<file path="src/angc_pkg.sv">
// Constants, types and decode helper for the next-page receive and
// gigabit configuration register bank.
// Assumes a single management clock and a synchronous active-high reset.
`default_nettype none
package angc_pkg;

  localparam logic [4:0] ADDR_EXPANSION = 5'h06;
  localparam logic [4:0] ADDR_NP_RX = 5'h08;
  localparam logic [4:0] ADDR_GIG_CFG = 5'h09;
  localparam logic [4:0] ADDR_GIG_STS = 5'h0A;

  localparam logic [15:0] NP_RX_RESET = 16'h2001;
  localparam logic [15:0] GIG_CFG_RESET = 16'h0300;
  localparam logic [15:0] GIG_CFG_WMASK = 16'hFF80;
  localparam logic [15:0] EXP_FIXED = 16'h0064;
  localparam logic [15:0] ZERO16 = 16'h0000;

  localparam int EXP_PAGE_RX_BIT = 1;
  localparam int STS_MS_FAULT_BIT = 15;

  localparam int NP_REQ_BIT = 15;
  localparam int NP_ACK_BIT = 14;
  localparam int NP_MSG_BIT = 13;
  localparam int NP_COMPLY_ACKNOWLEDGE_BIT = 12;
  localparam int NP_TOG_BIT = 11;
  localparam int NP_CODE_MSB = 10;

  localparam int CFG_TEST_MSB = 15;
  localparam int CFG_TEST_LSB = 13;
  localparam int CFG_MS_EN_BIT = 12;
  localparam int CFG_MS_VAL_BIT = 11;
  localparam int CFG_PORT_BIT = 10;
  localparam int CFG_ADV_FD_BIT = 9;
  localparam int CFG_ADV_HD_BIT = 8;
  localparam int CFG_TDR_AUTO_BIT = 7;

  localparam logic [7:0] TEST_ONEHOT_NORMAL = 8'h01;

  typedef enum logic [2:0] {
    DIAG_LINK_WAIT = 3'h1,
    DIAG_LINK_UP = 3'h2,
    DIAG_LAUNCH = 3'h4
  } angc_diag_e;

  // Test-mode code to one-hot select, bit 0 is normal operation
  function automatic logic [7:0] angc_test_onehot(input logic [2:0] code);
    logic [7:0] sel;
    sel = TEST_ONEHOT_NORMAL << code;
    return sel;
  endfunction

endpackage : angc_pkg
`default_nettype wire

</file>
<file path="src/angc_page_capture.sv">
// Capture of the link code word received from the link partner.
// Assumes pageValid is a one-cycle strobe from the arbitration logic.
`default_nettype none
module angc_page_capture
  import angc_pkg::*;
(
  input wire logic clk_sys,
  input wire logic sys_rst,
  input wire logic pageValid,
  input wire logic [15:0] pageWord,
  output logic [15:0] pageReg,
  output logic pageStrobe
);

  typedef struct packed {
    logic [15:0] page;
    logic strobe;
  } angc_cap_s;

  angc_cap_s cap_reg;
  angc_cap_s cap_next;

  always_comb begin
    cap_next = cap_reg;
    cap_next.strobe = 1'b0;
    if (pageValid) begin
      // Whole word at once so a reader never sees a mixed page
      cap_next.page = pageWord;
      cap_next.strobe = 1'b1;
    end
  end

  always_ff @(posedge clk_sys) begin
    if (sys_rst) begin
      cap_reg.page <= NP_RX_RESET;
      cap_reg.strobe <= 1'b0;
    end else begin
      cap_reg <= cap_next;
    end
  end

  assign pageReg = cap_reg.page;
  assign pageStrobe = cap_reg.strobe;

endmodule // angc_page_capture
`default_nettype wire

</file>
<file path="src/angc_top.sv">
// Next-page receive register, gigabit configuration register and the
// two clear-on-read flags that belong with them.
// Assumes a single-cycle management read/write port in the clock domain,
// and status strobes from the auto-negotiation logic in the same domain.
`default_nettype none
module angc_top
  import angc_pkg::*;
(
  input wire logic clk_sys,
  input wire logic sys_rst,
  input wire logic [4:0] regAddr,
  input wire logic [15:0] regWrData,
  input wire logic regWrite,
  input wire logic regRead,
  output logic [15:0] regRdData,
  output logic regRdValid,
  input wire logic pageValid,
  input wire logic [15:0] pageWord,
  input wire logic linkUp,
  input wire logic msConfigFault,
  output logic [7:0] testModeOneHot,
  output logic msManual,
  output logic msForceMaster,
  output logic portMulti,
  output logic advGigFull,
  output logic advGigHalf,
  output logic tdrStart
);

  typedef struct packed {
    logic [15:0] gigCfg;
    logic pageRxFlag;
    logic msFault;
    logic [15:0] rdData;
    logic rdValid;
    logic [7:0] testOneHot;
    angc_diag_e diag;
    logic tdrStart;
  } angc_state_s;

  angc_state_s state_reg;
  angc_state_s state_next;

  logic [15:0] npRxWord;
  logic pageStrobe;

  logic wrCfg;
  logic rdExp;
  logic rdSts;
  logic [15:0] cfgWritten;
  logic [15:0] expView;
  logic [15:0] stsView;

  angc_page_capture u_capture (
    .clk_sys(clk_sys),
    .sys_rst(sys_rst),
    .pageValid(pageValid),
    .pageWord(pageWord),
    .pageReg(npRxWord),
    .pageStrobe(pageStrobe)
  );

  assign wrCfg = regWrite && (regAddr == ADDR_GIG_CFG);
  assign rdExp = regRead && (regAddr == ADDR_EXPANSION);
  assign rdSts = regRead && (regAddr == ADDR_GIG_STS);

  // Reserved low bits never store, so they read back as zero
  assign cfgWritten = regWrData & GIG_CFG_WMASK;

  always_comb begin
    expView = EXP_FIXED;
    expView[EXP_PAGE_RX_BIT] = state_reg.pageRxFlag;
  end

  always_comb begin
    stsView = ZERO16;
    stsView[STS_MS_FAULT_BIT] = state_reg.msFault;
  end

  always_comb begin
    state_next = state_reg;
    state_next.rdValid = 1'b0;
    state_next.tdrStart = 1'b0;

    // Configuration write; the next-page receive word has no writable bit
    if (wrCfg) begin
      state_next.gigCfg = cfgWritten;
      state_next.testOneHot =
        angc_test_onehot(cfgWritten[CFG_TEST_MSB:CFG_TEST_LSB]);
    end

    // Read mux, data presented one cycle after the strobe
    if (regRead) begin
      state_next.rdValid = 1'b1;
      case (regAddr)
        ADDR_EXPANSION: begin
          state_next.rdData = expView;
        end
        ADDR_NP_RX: begin
          state_next.rdData = npRxWord;
        end
        ADDR_GIG_CFG: begin
          state_next.rdData = state_reg.gigCfg;
        end
        ADDR_GIG_STS: begin
          state_next.rdData = stsView;
        end
        default: begin
          state_next.rdData = ZERO16;
        end
      endcase
    end

    // Clear on read first, then a same-cycle event sets again
    if (rdExp) begin
      state_next.pageRxFlag = 1'b0;
    end
    if (pageStrobe) begin
      state_next.pageRxFlag = 1'b1;
    end

    if (rdSts) begin
      state_next.msFault = 1'b0;
    end
    if (msConfigFault) begin
      state_next.msFault = 1'b1;
    end

    // Automatic cable diagnostic on each loss of link
    case (state_reg.diag)
      DIAG_LINK_WAIT: begin
        if (linkUp) begin
          state_next.diag = DIAG_LINK_UP;
        end
      end
      DIAG_LINK_UP: begin
        if (!linkUp) begin
          if (state_reg.gigCfg[CFG_TDR_AUTO_BIT]) begin
            state_next.diag = DIAG_LAUNCH;
            state_next.tdrStart = 1'b1;
          end else begin
            state_next.diag = DIAG_LINK_WAIT;
          end
        end
      end
      DIAG_LAUNCH: begin
        // One launch per link-down event, then wait for link again
        state_next.diag = DIAG_LINK_WAIT;
      end
      default: begin
        state_next.diag = DIAG_LINK_WAIT;
      end
    endcase
  end

  always_ff @(posedge clk_sys) begin
    if (sys_rst) begin
      state_reg.gigCfg <= GIG_CFG_RESET;
      state_reg.pageRxFlag <= 1'b0;
      state_reg.msFault <= 1'b0;
      state_reg.rdData <= ZERO16;
      state_reg.rdValid <= 1'b0;
      state_reg.testOneHot <= TEST_ONEHOT_NORMAL;
      state_reg.diag <= DIAG_LINK_WAIT;
      state_reg.tdrStart <= 1'b0;
    end else begin
      state_reg <= state_next;
    end
  end

  assign regRdData = state_reg.rdData;
  assign regRdValid = state_reg.rdValid;
  assign testModeOneHot = state_reg.testOneHot;
  // Manual role only means anything while manual control is on
  assign msManual = state_reg.gigCfg[CFG_MS_EN_BIT];
  assign msForceMaster = state_reg.gigCfg[CFG_MS_VAL_BIT];
  assign portMulti = state_reg.gigCfg[CFG_PORT_BIT];
  assign advGigFull = state_reg.gigCfg[CFG_ADV_FD_BIT];
  assign advGigHalf = state_reg.gigCfg[CFG_ADV_HD_BIT];
  assign tdrStart = state_reg.tdrStart;

endmodule // angc_top
`default_nettype wire

</file>
<file path="config.mk">
export PLATFORM = sky130hd
export DESIGN_NAME = angc_top
export DESIGN_NICKNAME = d
export VERILOG_FILES = /design/src/angc_pkg.sv /design/src/angc_page_capture.sv /design/src/angc_top.sv
export SDC_FILE = /design/constraint.sdc
export NUM_CORES = 1
export LEC_CHECK = 0
export ABC_CLOCK_PERIOD_IN_PS = 1600
export BUFFER_PORTS_ARGS = -buffer_cell sky130_fd_sc_hd__buf_4
export CORE_AREA = 4 4 68 101
export CTS_CLUSTER_DIAMETER = 40
export CTS_CLUSTER_SIZE = 14
export DETAILED_ROUTE_END_ITERATION = 10
export DIE_AREA = 0 0 72 105
export GPL_TIMING_DRIVEN = 1
export PLACE_DENSITY_LB_ADDON = 0.25
export SLEW_MARGIN = 20
export SYNTH_ARGS = -nofsm -noshare
export SYNTH_HDL_FRONTEND = slang
export SYNTH_SLANG_ARGS = --single-unit
export TNS_END_PERCENT = 50
</file>
<file path="constraint.sdc">
create_clock -name clk_sys -period 1.6 [get_ports clk_sys]
set_input_delay 0.32 -clock clk_sys [delete_from_list [all_inputs] [get_ports clk_sys]]
set_output_delay 0.32 -clock clk_sys [all_outputs]
set_load 0.02 [all_outputs]
</file>
==> After elaboration in Yosys (flattened, before gate mapping) <==
Index checks and enable logic that the tools add are counted.
{ "classes": {"magnitude_cmp": 0, "eq_ne": 8, "div_mod_pow": 0, "shifts": 1, "n_reduce_logical": 7, "bitwise": 1, "n_mul": 0, "addsub": 0, "mux": 12} }
{ "op_table": {"columns": ["cell", "n"], "rows": [
  ["case mux 16 bit (4 select lines)", 1],
  ["== test 5 x 4 -> 1 bit, second input constant", 3],
  ["left shift 1 x 3 -> 8 bit, first input constant", 1],
  ["two-way mux 1 bit", 7],
  ["two-way mux 3 bit", 2],
  ["case mux 3 bit (2 select lines)", 1],
  ["== test 5 x 3 -> 1 bit, second input constant", 1],
  ["two-way mux 4 bit", 1],
  ["!= test 2 bit, second input constant", 2],
  ["nonzero test 2 bit", 2],
  ["== test 3 x 1 -> 1 bit, second input constant", 1],
  ["== test 3 x 2 -> 1 bit, second input constant", 1],
  ["logical AND 1 bit", 3],
  ["OR reduction 3 bit", 1],
  ["AND reduction 2 bit", 1],
  ["inverter 1 bit", 1]
]} }
{ "word_totals": {"wordCells": 39, "out_inout_bits": 31, "reg_bits": 57, "latchBits": 0, "ram_bits": 0, "n_memories": 0, "inputBits": 44, "rom_bits": 0} }

==> Depth between registers and ports, before layout <==
Gate-level depths: netlist (run 1).
{ "logic_depth": {"word_depth": 4, "mapped_depth": 6, "ltp_nobuf": 4} }

==> Hierarchy <==
Synthesis (run 1) repeated with hierarchy kept, for this count alone.
{ "unflattened": {"hier_cells": 268, "area_unflattened_um2": 2477.4} }
{ "by_module_without_submodules": {"columns": ["mod", "n_inst", "cells_per_inst", "area_per_inst_um2", "seq_area_each_um2"], "rows": [
  ["angc_top", 1, 214, 1866.8, 800.8],
  ["angc_page_capture", 1, 54, 610.6, 340.3]
]} }

==> Least setup slack after synthesis (run 1) <==
No wires, ideal clock.
{ "synth_timing": {"path_type": "input to register", "startpoint": "input port regAddr[2]", "endpoint": "register state_reg, in the netlist testModeOneHot[1]", "arrival_time_ns": 1.656, "slack_ns": -0.126, "cell_stages": 5, "required_ns": 1.530, "setup_ns": 0.070, "n_path_buf": 1, "cell_sequence": "nand2b_4 > or4_1 > buf_2 > or4b_1 > a21oi_1"} }
{ "synth_via": {"elab_chain_len": 2} }
{ "synth_lines": {"columns": ["element", "line", "rtl"], "rows": [
  ["start: declaration", "angc_top.sv:11", "input wire logic [4:0] regAddr,"],
  ["== test 5 x 4 -> 1 bit", "angc_top.sv:63", "assign wrCfg = regWrite && (regAddr == ADDR_GIG_CFG);"],
  ["logical AND 1 bit", "angc_top.sv:63", null],
  ["end signal: assignment", "angc_top.sv:167", "state_reg <= state_next;"],
  ["end: declaration", "angc_top.sv:41", "angc_state_s state_reg;"]
]} }
Every way passes these cells.
A chain may end at the register's enable or synchronous reset.

==> Worst setup path in the final report (run 1) <==
Ends and elaborated chain as after synthesis.

==> run_results.csv, run 1 <==
group,metric,value,unit
cts,cts_max_level,3,
pwr,p_comb_share,8.5,%
worst_setup_path,cp-start-kind,"input pin",
layout,layout_commonest_cell,"buf_4",
pwr,pwr_density_cell,1034,nW/um^2
grt,grt_pass1_wl,8901,um
cts,cts_buffers,9,
yosys,syn_area,2320,um^2
sta,period_needed,1.401,ns
pwr,ir_drop,0.5483,mV
cts,cts_tree,"built",
pwr,pwr-share-seq,47.6,%
worst_setup_path,r2r_slack,0.62,ns
worst_setup_path,cp_max_fo,2,
route,post-route-drc-count,0,
sta,worst_slew_pin_slew,0.5003,ns
cts,hold_buffers,0,
cts,clock_latency,0.33,ns
yosys,seq_area_frac_synth,49.19,%
yosys,ys_seq_elements,57,
route,first_pass_iters,4,
layout,drive_gt1_share,31.56,%
route,wire_per_inst,13.52,um
worst_setup_path,critPathLaunch,"regAddr[2]",
route,postRouteAntennaNets,0,
cts,cts_resized,0,
grt,overflow,0,
layout,diodes,0,
yosys,synthTopCellsByArea,"dfxtp_1 (49%), buf_4 (7.8%), mux2i_1 (6.0%), nand2_1 (5.8%), a21oi_1 (4.7%)",
sta,rsz0062_at_grt,"no",
grt,antenna_found_initial,0,
cts,cts.path.max_buffers,2,
worst_setup_path,regToRegStartpoint,"u_capture.pageReg[15]",
worst_hold_path,hold_end,"tdrStart",
grt,grt_start_max_net_pins,25,
yosys,netlist_instances,261,
worst_hold_path,hold_class,"input pin to register",
sta,finalCritPeriodShare,87.59,%
worst_setup_path,worstRegToRegCells,3,
worst_hold_path,min-delay-start,"linkUp",
yosys,synth_area_per_cell,8.888,um^2
route,num_vias,1904,
worst_setup_path,end_kind,"register",
floorplan,die_x,72,um
grt,grt_pass1_vias,1905,
sta,skew,0.005440,ns
flow_run,maxCapViolations,0,
sta,slew_headroom,66.36,%
floorplan,rows,35,
cts,root_buffer,"clkbuf_8",
sta,finalSetupViolCount,0,
yosys,synthDistinctLibCells,31,
pwr,p_int,0.002443,W
sta,drv_slew,0,
sta,worst_slack,0.1986,ns
cts,postCtsSetupRepairBufs,0,
layout,layout.cells.non_filler,394,
pwr,power_frac_clock,43.9,%
floorplan,pin_count,75,
sta,fin_setup_tns,0,ns
route,vias_per_cell,4.832,
worst_setup_path,r2r_end,"regRdData[15]",
pwr,p_sw,0.0006678,W
place,dp_slack,-0.1347,ns
cts,path_clk_slew,0.06,ns
sta,hold_viol,0,
place,hpwl,3917,um
worst_setup_path,path_class,"input pin to register",
route,wirelength,5327,um
status,status,"completed",
cts,cts_num_sinks,57,
worst_hold_path,worstHoldPathCells,2,
layout,syn_to_final_growth,29.77,%
yosys,yosys_warnings,0,
pwr,switching_share,21.47,%
yosys,synth_largest_area_cell,"dfxtp_1",
floorplan,core,6043,um^2
worst_setup_path,crit_required,1.85,ns
place,gp_congestion,0.7798,
floorplan,die_h,105,um
layout,fillers,628,
grt,grt_use_total,15.12,%
pwr,leakagePower,1.273,nW
place,post-place-cells,378,
place,numPortBuffers,67,
layout,mostFrequentLayoutCells,"buf_4 (82), dfxtp_1 (57), nand2_1 (36), nor2_1 (24), a21oi_1 (22)",
floorplan,die-area,7560,um^2
worst_setup_path,crit_arrival,1.65,ns
layout,final_nets,359,
floorplan,initial_core_util,38.39,%
sta,fmax,713.6,MHz
yosys,synth_top_area_share,49.19,%
yosys,synth_nets,305,
route,drtIter0Drc,50,
## metrics by stage
stage | hold WS, ns | cell area (um^2) | util [%] | power [W]
finish | 0.1670 | 3010 | 49.81 | 0.003111
CTS | 0.1539 | 3010 | 49.81 | 0.003153
detailed placement | 0.4498 | 2803 | 46.38 | 0.001779
floorplan | 0.3987 | 2330 | - | 0.001648
global route | 0.1596 | 3010 | 49.81 | 0.003237
global placement | 0.4405 | 2803 | 46.38 | 0.001774
## worst max path at each step
stage / cells past startpoint / to
after floorplan: 5 / testModeOneHot[1]
after global placement: 5 / testModeOneHot[1]
after detailed placement: 5 / testModeOneHot[1]
after CTS: 5 / testModeOneHot[1]
after global routing: 6 / testModeOneHot[0]
final: 5 / testModeOneHot[1]
## per-layer routing
layer / GRT usage [%] / vias to the layer above / routed length (um)
li1: - / 983 / -
met1: 16.90 / 869 / 2226
met2: 25.86 / 42 / 2707
met3: 4.139 / 10 / 273
met4: 7.258 / 0 / 120
met5: 0 / - / 0
## cells in the mapped netlist (all sizes together)
library cell and n:
nand2 36, nor2b 6, nand4b 3, a21oi 22
xor2 1, dfxtp 57, inv 3, nand4 2
mux2 1, buf 28, nand3 5, a32oi 2
o21ai 10, a211o 4, nor2 24, nand2b 5
o211ai 1, clkbuf 11, nand3b 4, nor4 5
or4 1, a311oi 1, nor3 5, o31ai 1
a22oi 8, mux2i 14, or4b 1
## power by group through the flow
stage | clock, W | combinational, W | sequential (W)
3_5_place_dp | 0 | 0.000266 | 0.00151
5_1_grt | 0.00146 | 0.000290 | 0.00149
6_report | 0.00137 | 0.000263 | 0.00148
3_3_place_gp | 0 | 0.000263 | 0.00151
4_1_cts | 0.00140 | 0.000267 | 0.00148
2_1_floorplan | 0 | 0.000136 | 0.00151
## layout make-up
cell class                      instances  area, um^2  share of cell area, %
Multi-Input combinational cell        162       942.2                  31.30
Sequential cell                        57        1141                  37.91
Clock buffer                           14       172.7                  5.736
Timing Repair Buffer                   82       615.6                  20.45
Tap cell                               74       92.59                  3.076
Inverter                                3       11.26                 0.3741
Clock inverter                          2       35.03                  1.164
## critical path, stage by stage
cell	delay (ns)
buf_4	0.12
nand2b_4	0.13
or4_4	0.48
or4b_1	0.47
a21oi_1	0.14
## cells by family (layout without fill, tap and decap cells)
group,count (synthesis),after routing,share of synthesized area [%]
AO/OA/AOI/OAI,49,49,12.78
buffers and inverters,42,101,10.90
multiplexers,15,15,6.526
XOR/XNOR,1,1,0.3776
flip-flops,57,57,49.19
AND/OR/NAND/NOR,97,97,20.23
(Power assumes the default switching activity.)
==> run 2: changes to the inputs <==
--- a/config.mk
+++ b/config.mk
@@ -5,7 +5,7 @@
 export SDC_FILE = /design/constraint.sdc
 export NUM_CORES = 1
 export LEC_CHECK = 0
-export ABC_CLOCK_PERIOD_IN_PS = 1600
+export ABC_CLOCK_PERIOD_IN_PS = 1250
 export BUFFER_PORTS_ARGS = -buffer_cell sky130_fd_sc_hd__buf_4
 export CORE_AREA = 4 4 68 101
 export CTS_CLUSTER_DIAMETER = 40
@@ -14,7 +14,7 @@
 export DIE_AREA = 0 0 72 105
 export GPL_TIMING_DRIVEN = 1
 export PLACE_DENSITY_LB_ADDON = 0.25
-export SLEW_MARGIN = 20
+export SLEW_MARGIN = 30
 export SYNTH_ARGS = -nofsm -noshare
 export SYNTH_HDL_FRONTEND = slang
 export SYNTH_SLANG_ARGS = --single-unit
==> constraint.sdc (replaced) <==
create_clock -name clk_sys -period 1.25 [get_ports clk_sys]
set_input_delay 0.25 -clock clk_sys [delete_from_list [all_inputs] [get_ports clk_sys]]
set_output_delay 0.25 -clock clk_sys [all_outputs]
set_load 0.02 [all_outputs]
==> run 2 against run 1 <==
The flow now finishes with violations (setup timing). Clock skew about the same. Sequential share of layout area decreased by 1.0 points. Sequential cell count unchanged. Register-to-register slack got worse by 0.34 ns. Sequential power increased by 28%. Critical path type unchanged. Highest routed layer unchanged.
==> run_results.csv, run 2 (synthesis gave the netlist of run 1 again) <==
group,metric,value,unit
layout,post-route-cell-area,3094,um^2
cts,cts_tree,"built",
worst_hold_path,min-delay-start,"linkUp",
layout,layout_commonest_cell,"buf_4",
cts,cts_num_sinks,57,
worst_setup_path,cp_num_buf_inv,1,
layout,syn_to_final_growth,33.39,%
route,wirelength,5276,um
grt,grt_start_max_net_pins,33,
worst_setup_path,cp.depth,5,
place,post-place-cells,382,
grt,grt_pass1_vias,1814,
worst_setup_path,path_cells,"buf_8 > nand2b_4 > or4_4 > or4b_1 > a21oi_1",
cts,cts_buffers,9,
pwr,ir_drop,0.9202,mV
floorplan,die-area,7560,um^2
floorplan,initial_core_util,38.39,%
worst_setup_path,end_kind,"register",
floorplan,die_h,105,um
sta,worst_slew_pin_slew,0.2988,ns
worst_hold_path,hold_end,"state_reg[3]",
pwr,p_int,0.003144,W
grt,grt_pass1_wl,8452,um
sta,drv_slew,0,
worst_setup_path,crit_arrival,1.57,ns
sta,skew,0.005452,ns
worst_setup_path,r2r_slack,0.28,ns
route,drtIter0Drc,57,
status,failed_checks,"setup timing",
sta,finalSetupViolCount,2,
cts,root_buffer,"clkbuf_8",
layout,final_nets,364,
place,post_dp_cell_area,2858,um^2
floorplan,rows,35,
worst_hold_path,hold_class,"input pin to register",
worst_setup_path,r2r_end,"regRdData[15]",
cts,cts.path.max_buffers,2,
place,numPortBuffers,67,
floorplan,core,6043,um^2
sta,slew_headroom,80.08,%
sta,worst_slack,-0.05438,ns
layout,layout.cells.non_filler,399,
place,hpwl,3985,um
route,num_vias,1916,
floorplan,pin_count,75,
route,postRouteAntennaNets,0,
worst_setup_path,cp_max_fo,3,
layout,mostFrequentLayoutCells,"buf_4 (84), dfxtp_1 (57), nand2_1 (36), nor2_1 (24), a21oi_1 (22)",
route,first_pass_iters,4,
cts,cts_max_level,3,
worst_setup_path,critPathMaxStageDelay,0.48,ns
sta,rsz0062_at_grt,"yes",
flow_run,maxCapViolations,0,
grt,antenna_found_initial,0,
route,vias_per_cell,4.802,
pwr,p_comb_share,8.9,%
worst_setup_path,cp-start-kind,"input pin",
pwr,pwr_density_cell,1292,nW/um^2
sta,period_needed,1.304,ns
place,gp_congestion,0.7487,
layout,diodes,0,
sta,fmax,766.7,MHz
worst_setup_path,path_class,"input pin to register",
sta,finalCritPeriodShare,104.4,%
pwr,pwr-share-seq,47.5,%
worst_setup_path,worstRegToRegCells,3,
route,post-route-drc-count,0,
worst_setup_path,critical_path.top_delay_family,"simple AND/OR/NAND/NOR gates",
pwr,leakagePower,1.314,nW
cts,path_clk_slew,0.06,ns
cts,clock_latency,0.33,ns
pwr,power_frac_clock,43.6,%
worst_hold_path,worstHoldPathCells,2,
worst_setup_path,crit_required,1.51,ns
pwr,p_total,0.003997,W
route,wire_per_inst,13.22,um
pwr,switching_share,21.33,%
worst_setup_path,regToRegStartpoint,"u_capture.pageReg[15]",
worst_setup_path,slowest_stage,"or4_4",
status,status,"finished, violations left",
grt,overflow,0,
pwr,p_sw,0.0008524,W
sta,hold_viol,0,
grt,grt_use_total,14.60,%
layout,drive_gt1_share,33.23,%
floorplan,die_x,72,um
## run 2: cell count changes in the layout (fill, tap and decap cells not counted)
cell	change
nand2b_1	-1
buf_8	+1
nor4_1	-1
nor4_2	+1
buf_4	+2
nand2b_4	+1
buf_12	+2
## run 2: worst register-to-register path: stages, from the launching register on
cell     delay, ns
dfxtp_1       0.32
mux2_2        0.26
a32oi_1       0.19
o21ai_0       0.09
## run 2: layout make-up
class | count | area, um^2
clock buffer | 14 | 172.7
clock inverter | 2 | 35.03
multi-input combinational | 162 | 955.9
timing repair buffer | 87 | 685.7
sequential | 57 | 1141
inverter | 3 | 11.26
fill | 583 | 2949
tap | 74 | 92.59
## run 2: worst max path at each step
stage | slack (ns) | end | startpoint
after floorplan | -0.39 | testModeOneHot[1] | regAddr[2]
after global placement | -0.39 | testModeOneHot[1] | regAddr[2]
after detailed placement | -0.42 | testModeOneHot[1] | regAddr[2]
after CTS | -0.04 | testModeOneHot[1] | regAddr[2]
after global routing | -0.05 | testModeOneHot[1] | regAddr[2]
final | -0.05 | testModeOneHot[1] | regAddr[2]
## run 2: what timing repair did
action,4_1_cts,5_1_grt
buffers inserted,0,1
hold buffers,0,0
resized for setup,1,3
pin swaps,0,1
endpoints found under the setup margin,2,12
## run 2: power groups by stage
stage	Clock (W)	Sequential, W	Combinational [W]
5_1_grt	0.00190	0.00190	0.000388
4_1_cts	0.00181	0.00190	0.000355
6_report	0.00174	0.00190	0.000356
3_3_place_gp	0	0.00194	0.000350
3_5_place_dp	0	0.00194	0.000353
2_1_floorplan	0	0.00193	0.000175
## run 2: through the flow
step           util [%]  setup TNS [ns]  hold slack (ns)  worst slack [ns]
2_1_floorplan         -          -7.682           0.3287           -0.3879
3_3_place_gp      47.29          -7.418           0.4380           -0.3887
3_5_place_dp      47.29          -7.866           0.4396           -0.4168
4_1_cts           50.79        -0.03618          0.07721          -0.03618
5_1_grt           51.20        -0.04822          0.08048          -0.04822
6_report          51.20        -0.06337          0.09839          -0.05438
## run 2: per-layer routing
layer,vias up,part of all wire (%),wire [um],track usage (%)
li1,996,-,-,-
met4,0,2.1,113,7.258
met1,858,40,2110,15.80
met3,10,6.0,318,5.582
met5,-,0,0,0
met2,52,52,2733,24.34
==> run 3: changes to the inputs <==
--- a/config.mk
+++ b/config.mk
@@ -7,9 +7,9 @@
 export LEC_CHECK = 0
 export ABC_CLOCK_PERIOD_IN_PS = 1250
 export BUFFER_PORTS_ARGS = -buffer_cell sky130_fd_sc_hd__buf_4
+export CAP_MARGIN = 20
 export CORE_AREA = 4 4 68 101
 export CTS_CLUSTER_DIAMETER = 40
-export CTS_CLUSTER_SIZE = 14
 export DETAILED_ROUTE_END_ITERATION = 10
 export DIE_AREA = 0 0 72 105
 export GPL_TIMING_DRIVEN = 1
@@ -18,4 +18,3 @@
 export SYNTH_ARGS = -nofsm -noshare
 export SYNTH_HDL_FRONTEND = slang
 export SYNTH_SLANG_ARGS = --single-unit
-export TNS_END_PERCENT = 50
==> run 3 against run 2 <==
Sequential power is essentially flat. Worst hold slack gained 0.00084 ns. Combinational power is essentially flat. Register-to-register slack is essentially flat. The run still ends with setup timing left. Final area grew 1.4%. Non-clock buffer count grew 1. Total power grew 13%.
==> run_results.csv, run 3 (synthesis gave the netlist of run 1 again) <==
group,metric,value,unit
sta,finalCritPeriodShare,104.7,%
route,num_vias,1911,
grt,grt_use_total,15.70,%
sta,hold_viol,0,
route,vias_per_cell,4.778,
layout,mostFrequentLayoutCells,"buf_4 (86), dfxtp_1 (57), nand2_1 (36), nor2_1 (24), a21oi_1 (22)",
route,postRouteAntennaNets,0,
place,hpwl,3976,um
worst_setup_path,regToRegStartpoint,"state_reg[29]",
layout,layout_commonest_cell,"buf_4",
floorplan,core,6043,um^2
sta,slew_headroom,77.86,%
worst_setup_path,worstRegToRegCells,3,
sta,worst_slack,-0.05937,ns
sta,fmax,763.7,MHz
grt,grt_pass1_wl,9246,um
sta,skew,0.003338,ns
worst_setup_path,crit_arrival,1.57,ns
worst_hold_path,hold_class,"input pin to register",
grt,overflow,0,
pwr,pwr_density_cell,1446,nW/um^2
cts,path_clk_slew,0.06,ns
flow_run,maxCapViolations,0,
floorplan,pin_count,75,
worst_hold_path,worstHoldPathCells,2,
place,numPortBuffers,67,
route,wire_per_inst,13.64,um
layout,syn_to_final_growth,35.22,%
sta,finalSetupViolCount,2,
cts,cts_buffers,9,
floorplan,rows,35,
pwr,leakagePower,1.335,nW
worst_setup_path,crit_required,1.51,ns
floorplan,initial_core_util,38.39,%
status,status,"finished, violations left",
sta,period_needed,1.309,ns
route,drtIter0Drc,90,
worst_hold_path,min-delay-start,"linkUp",
worst_setup_path,r2r_end,"regRdData[15]",
cts,cts.path.max_buffers,2,
grt,antenna_found_initial,0,
cts,cts_num_sinks,57,
route,first_pass_iters,4,
sta,drv_slew,0,
pwr,p_total,0.004534,W
layout,drive_gt1_share,33.74,%
floorplan,die_x,72,um
floorplan,die_h,105,um
route,post-route-drc-count,0,
sta,worst_slew_pin_slew,0.3293,ns
grt,grt_pass1_vias,1970,
pwr,ir_drop,0.7840,mV
route,wirelength,5456,um
sta,fin_setup_tns,-0.06454,ns
sta,rsz0062_at_grt,"yes",
cts,cts_tree,"built",
worst_setup_path,r2r_slack,0.27,ns
place,gp_congestion,0.7395,
worst_setup_path,cp_max_fo,2,
worst_setup_path,critPathLaunch,"regAddr[2]",
status,failed_checks,"setup timing",
layout,final_nets,365,
floorplan,die-area,7560,um^2
grt,grt_start_max_net_pins,35,
cts,cts_max_level,3,
worst_setup_path,end_kind,"register",
worst_setup_path,cp-start-kind,"input pin",
layout,diodes,0,
cts,root_buffer,"clkbuf_8",
cts,clock_latency,0.33,ns
worst_hold_path,hold_end,"state_reg[3]",
worst_setup_path,path_class,"input pin to register",
==> run 3: cell types whose count changed in the layout (fill, tap and decap cells not counted) <==
cell / delta
clkbuf_1: -2
buf_4: +2
bufinv_16: +3
buf_6: +1
clkinv_4: +2
clkbuf_8: -3
buf_12: -1
nand2b_1: +1
nand2b_4: -1
buf_8: -1
==> run 3: metrics by stage <==
step                      setup slack (ns)  hold slack, ns  instances  instance area, um^2  utilization (%)
after CTS                         -0.04806         0.08360        400                 3131            51.80
after global placement             -0.3808          0.4382        384                 2860            47.33
final                             -0.05937         0.09924        400                 3137            51.90
after global routing              -0.07617         0.09402        400                 3137            51.90
after detailed placement           -0.3991          0.4433        384                 2860            47.33
after floorplan                    -0.3879          0.3287        261                 2336                -
==> run 3: where the power goes <==
part / internal, W / switching [W] / leakage (nW)
clock: 0.00153 / 0.000754 / 0.133
combinational: 0.000191 / 0.000165 / 0.737
sequential: 0.00187 / 0.0000262 / 0.465
total: 0.00359 / 0.000946 / 1.33
==> run 3: cell type report <==
type                       instances  area [um^2]
fill                             597         2907
multi-input combinational        162        948.4
tap                               74        92.59
sequential                        57         1141
timing repair buffer              88        676.9
inverter                           3        11.26
clock inverter                     7        142.6
clock buffer                       9        123.9
==> run 3: worst max-delay path: stages <==
cell and delay [ns]:
buf_6 0.09, nand2b_4 0.13, or4_4 0.48, or4b_1 0.48
a21oi_1 0.13
==> run 3: worst max-delay path by stage <==
stage / end / cells after the start
after floorplan: testModeOneHot[1] / 5
after detailed placement: testModeOneHot[1] / 5
after global placement: testModeOneHot[1] / 5
final: testModeOneHot[1] / 5
after global routing: testModeOneHot[1] / 5
after CTS: testModeOneHot[1] / 5
==> run 3: repair_timing <==
action                     in CTS  in global routing
setup endpoints to repair       2                  2
buffers inserted                0                  0
resized for setup               1                  1
hold buffers                    0                  0
gates cloned                    0                  0
==> run 3: per-layer routing <==
| metal | global-route usage [%] | vias up | routed length (um) |
|---|---|---|---|
| met5 | 0 | - | 0 |
| met4 | 6.048 | 0 | 63 |
| met3 | 5.582 | 6 | 296 |
| met2 | 26.84 | 47 | 2874 |
| met1 | 17.42 | 866 | 2221 |
| li1 | - | 992 | - |
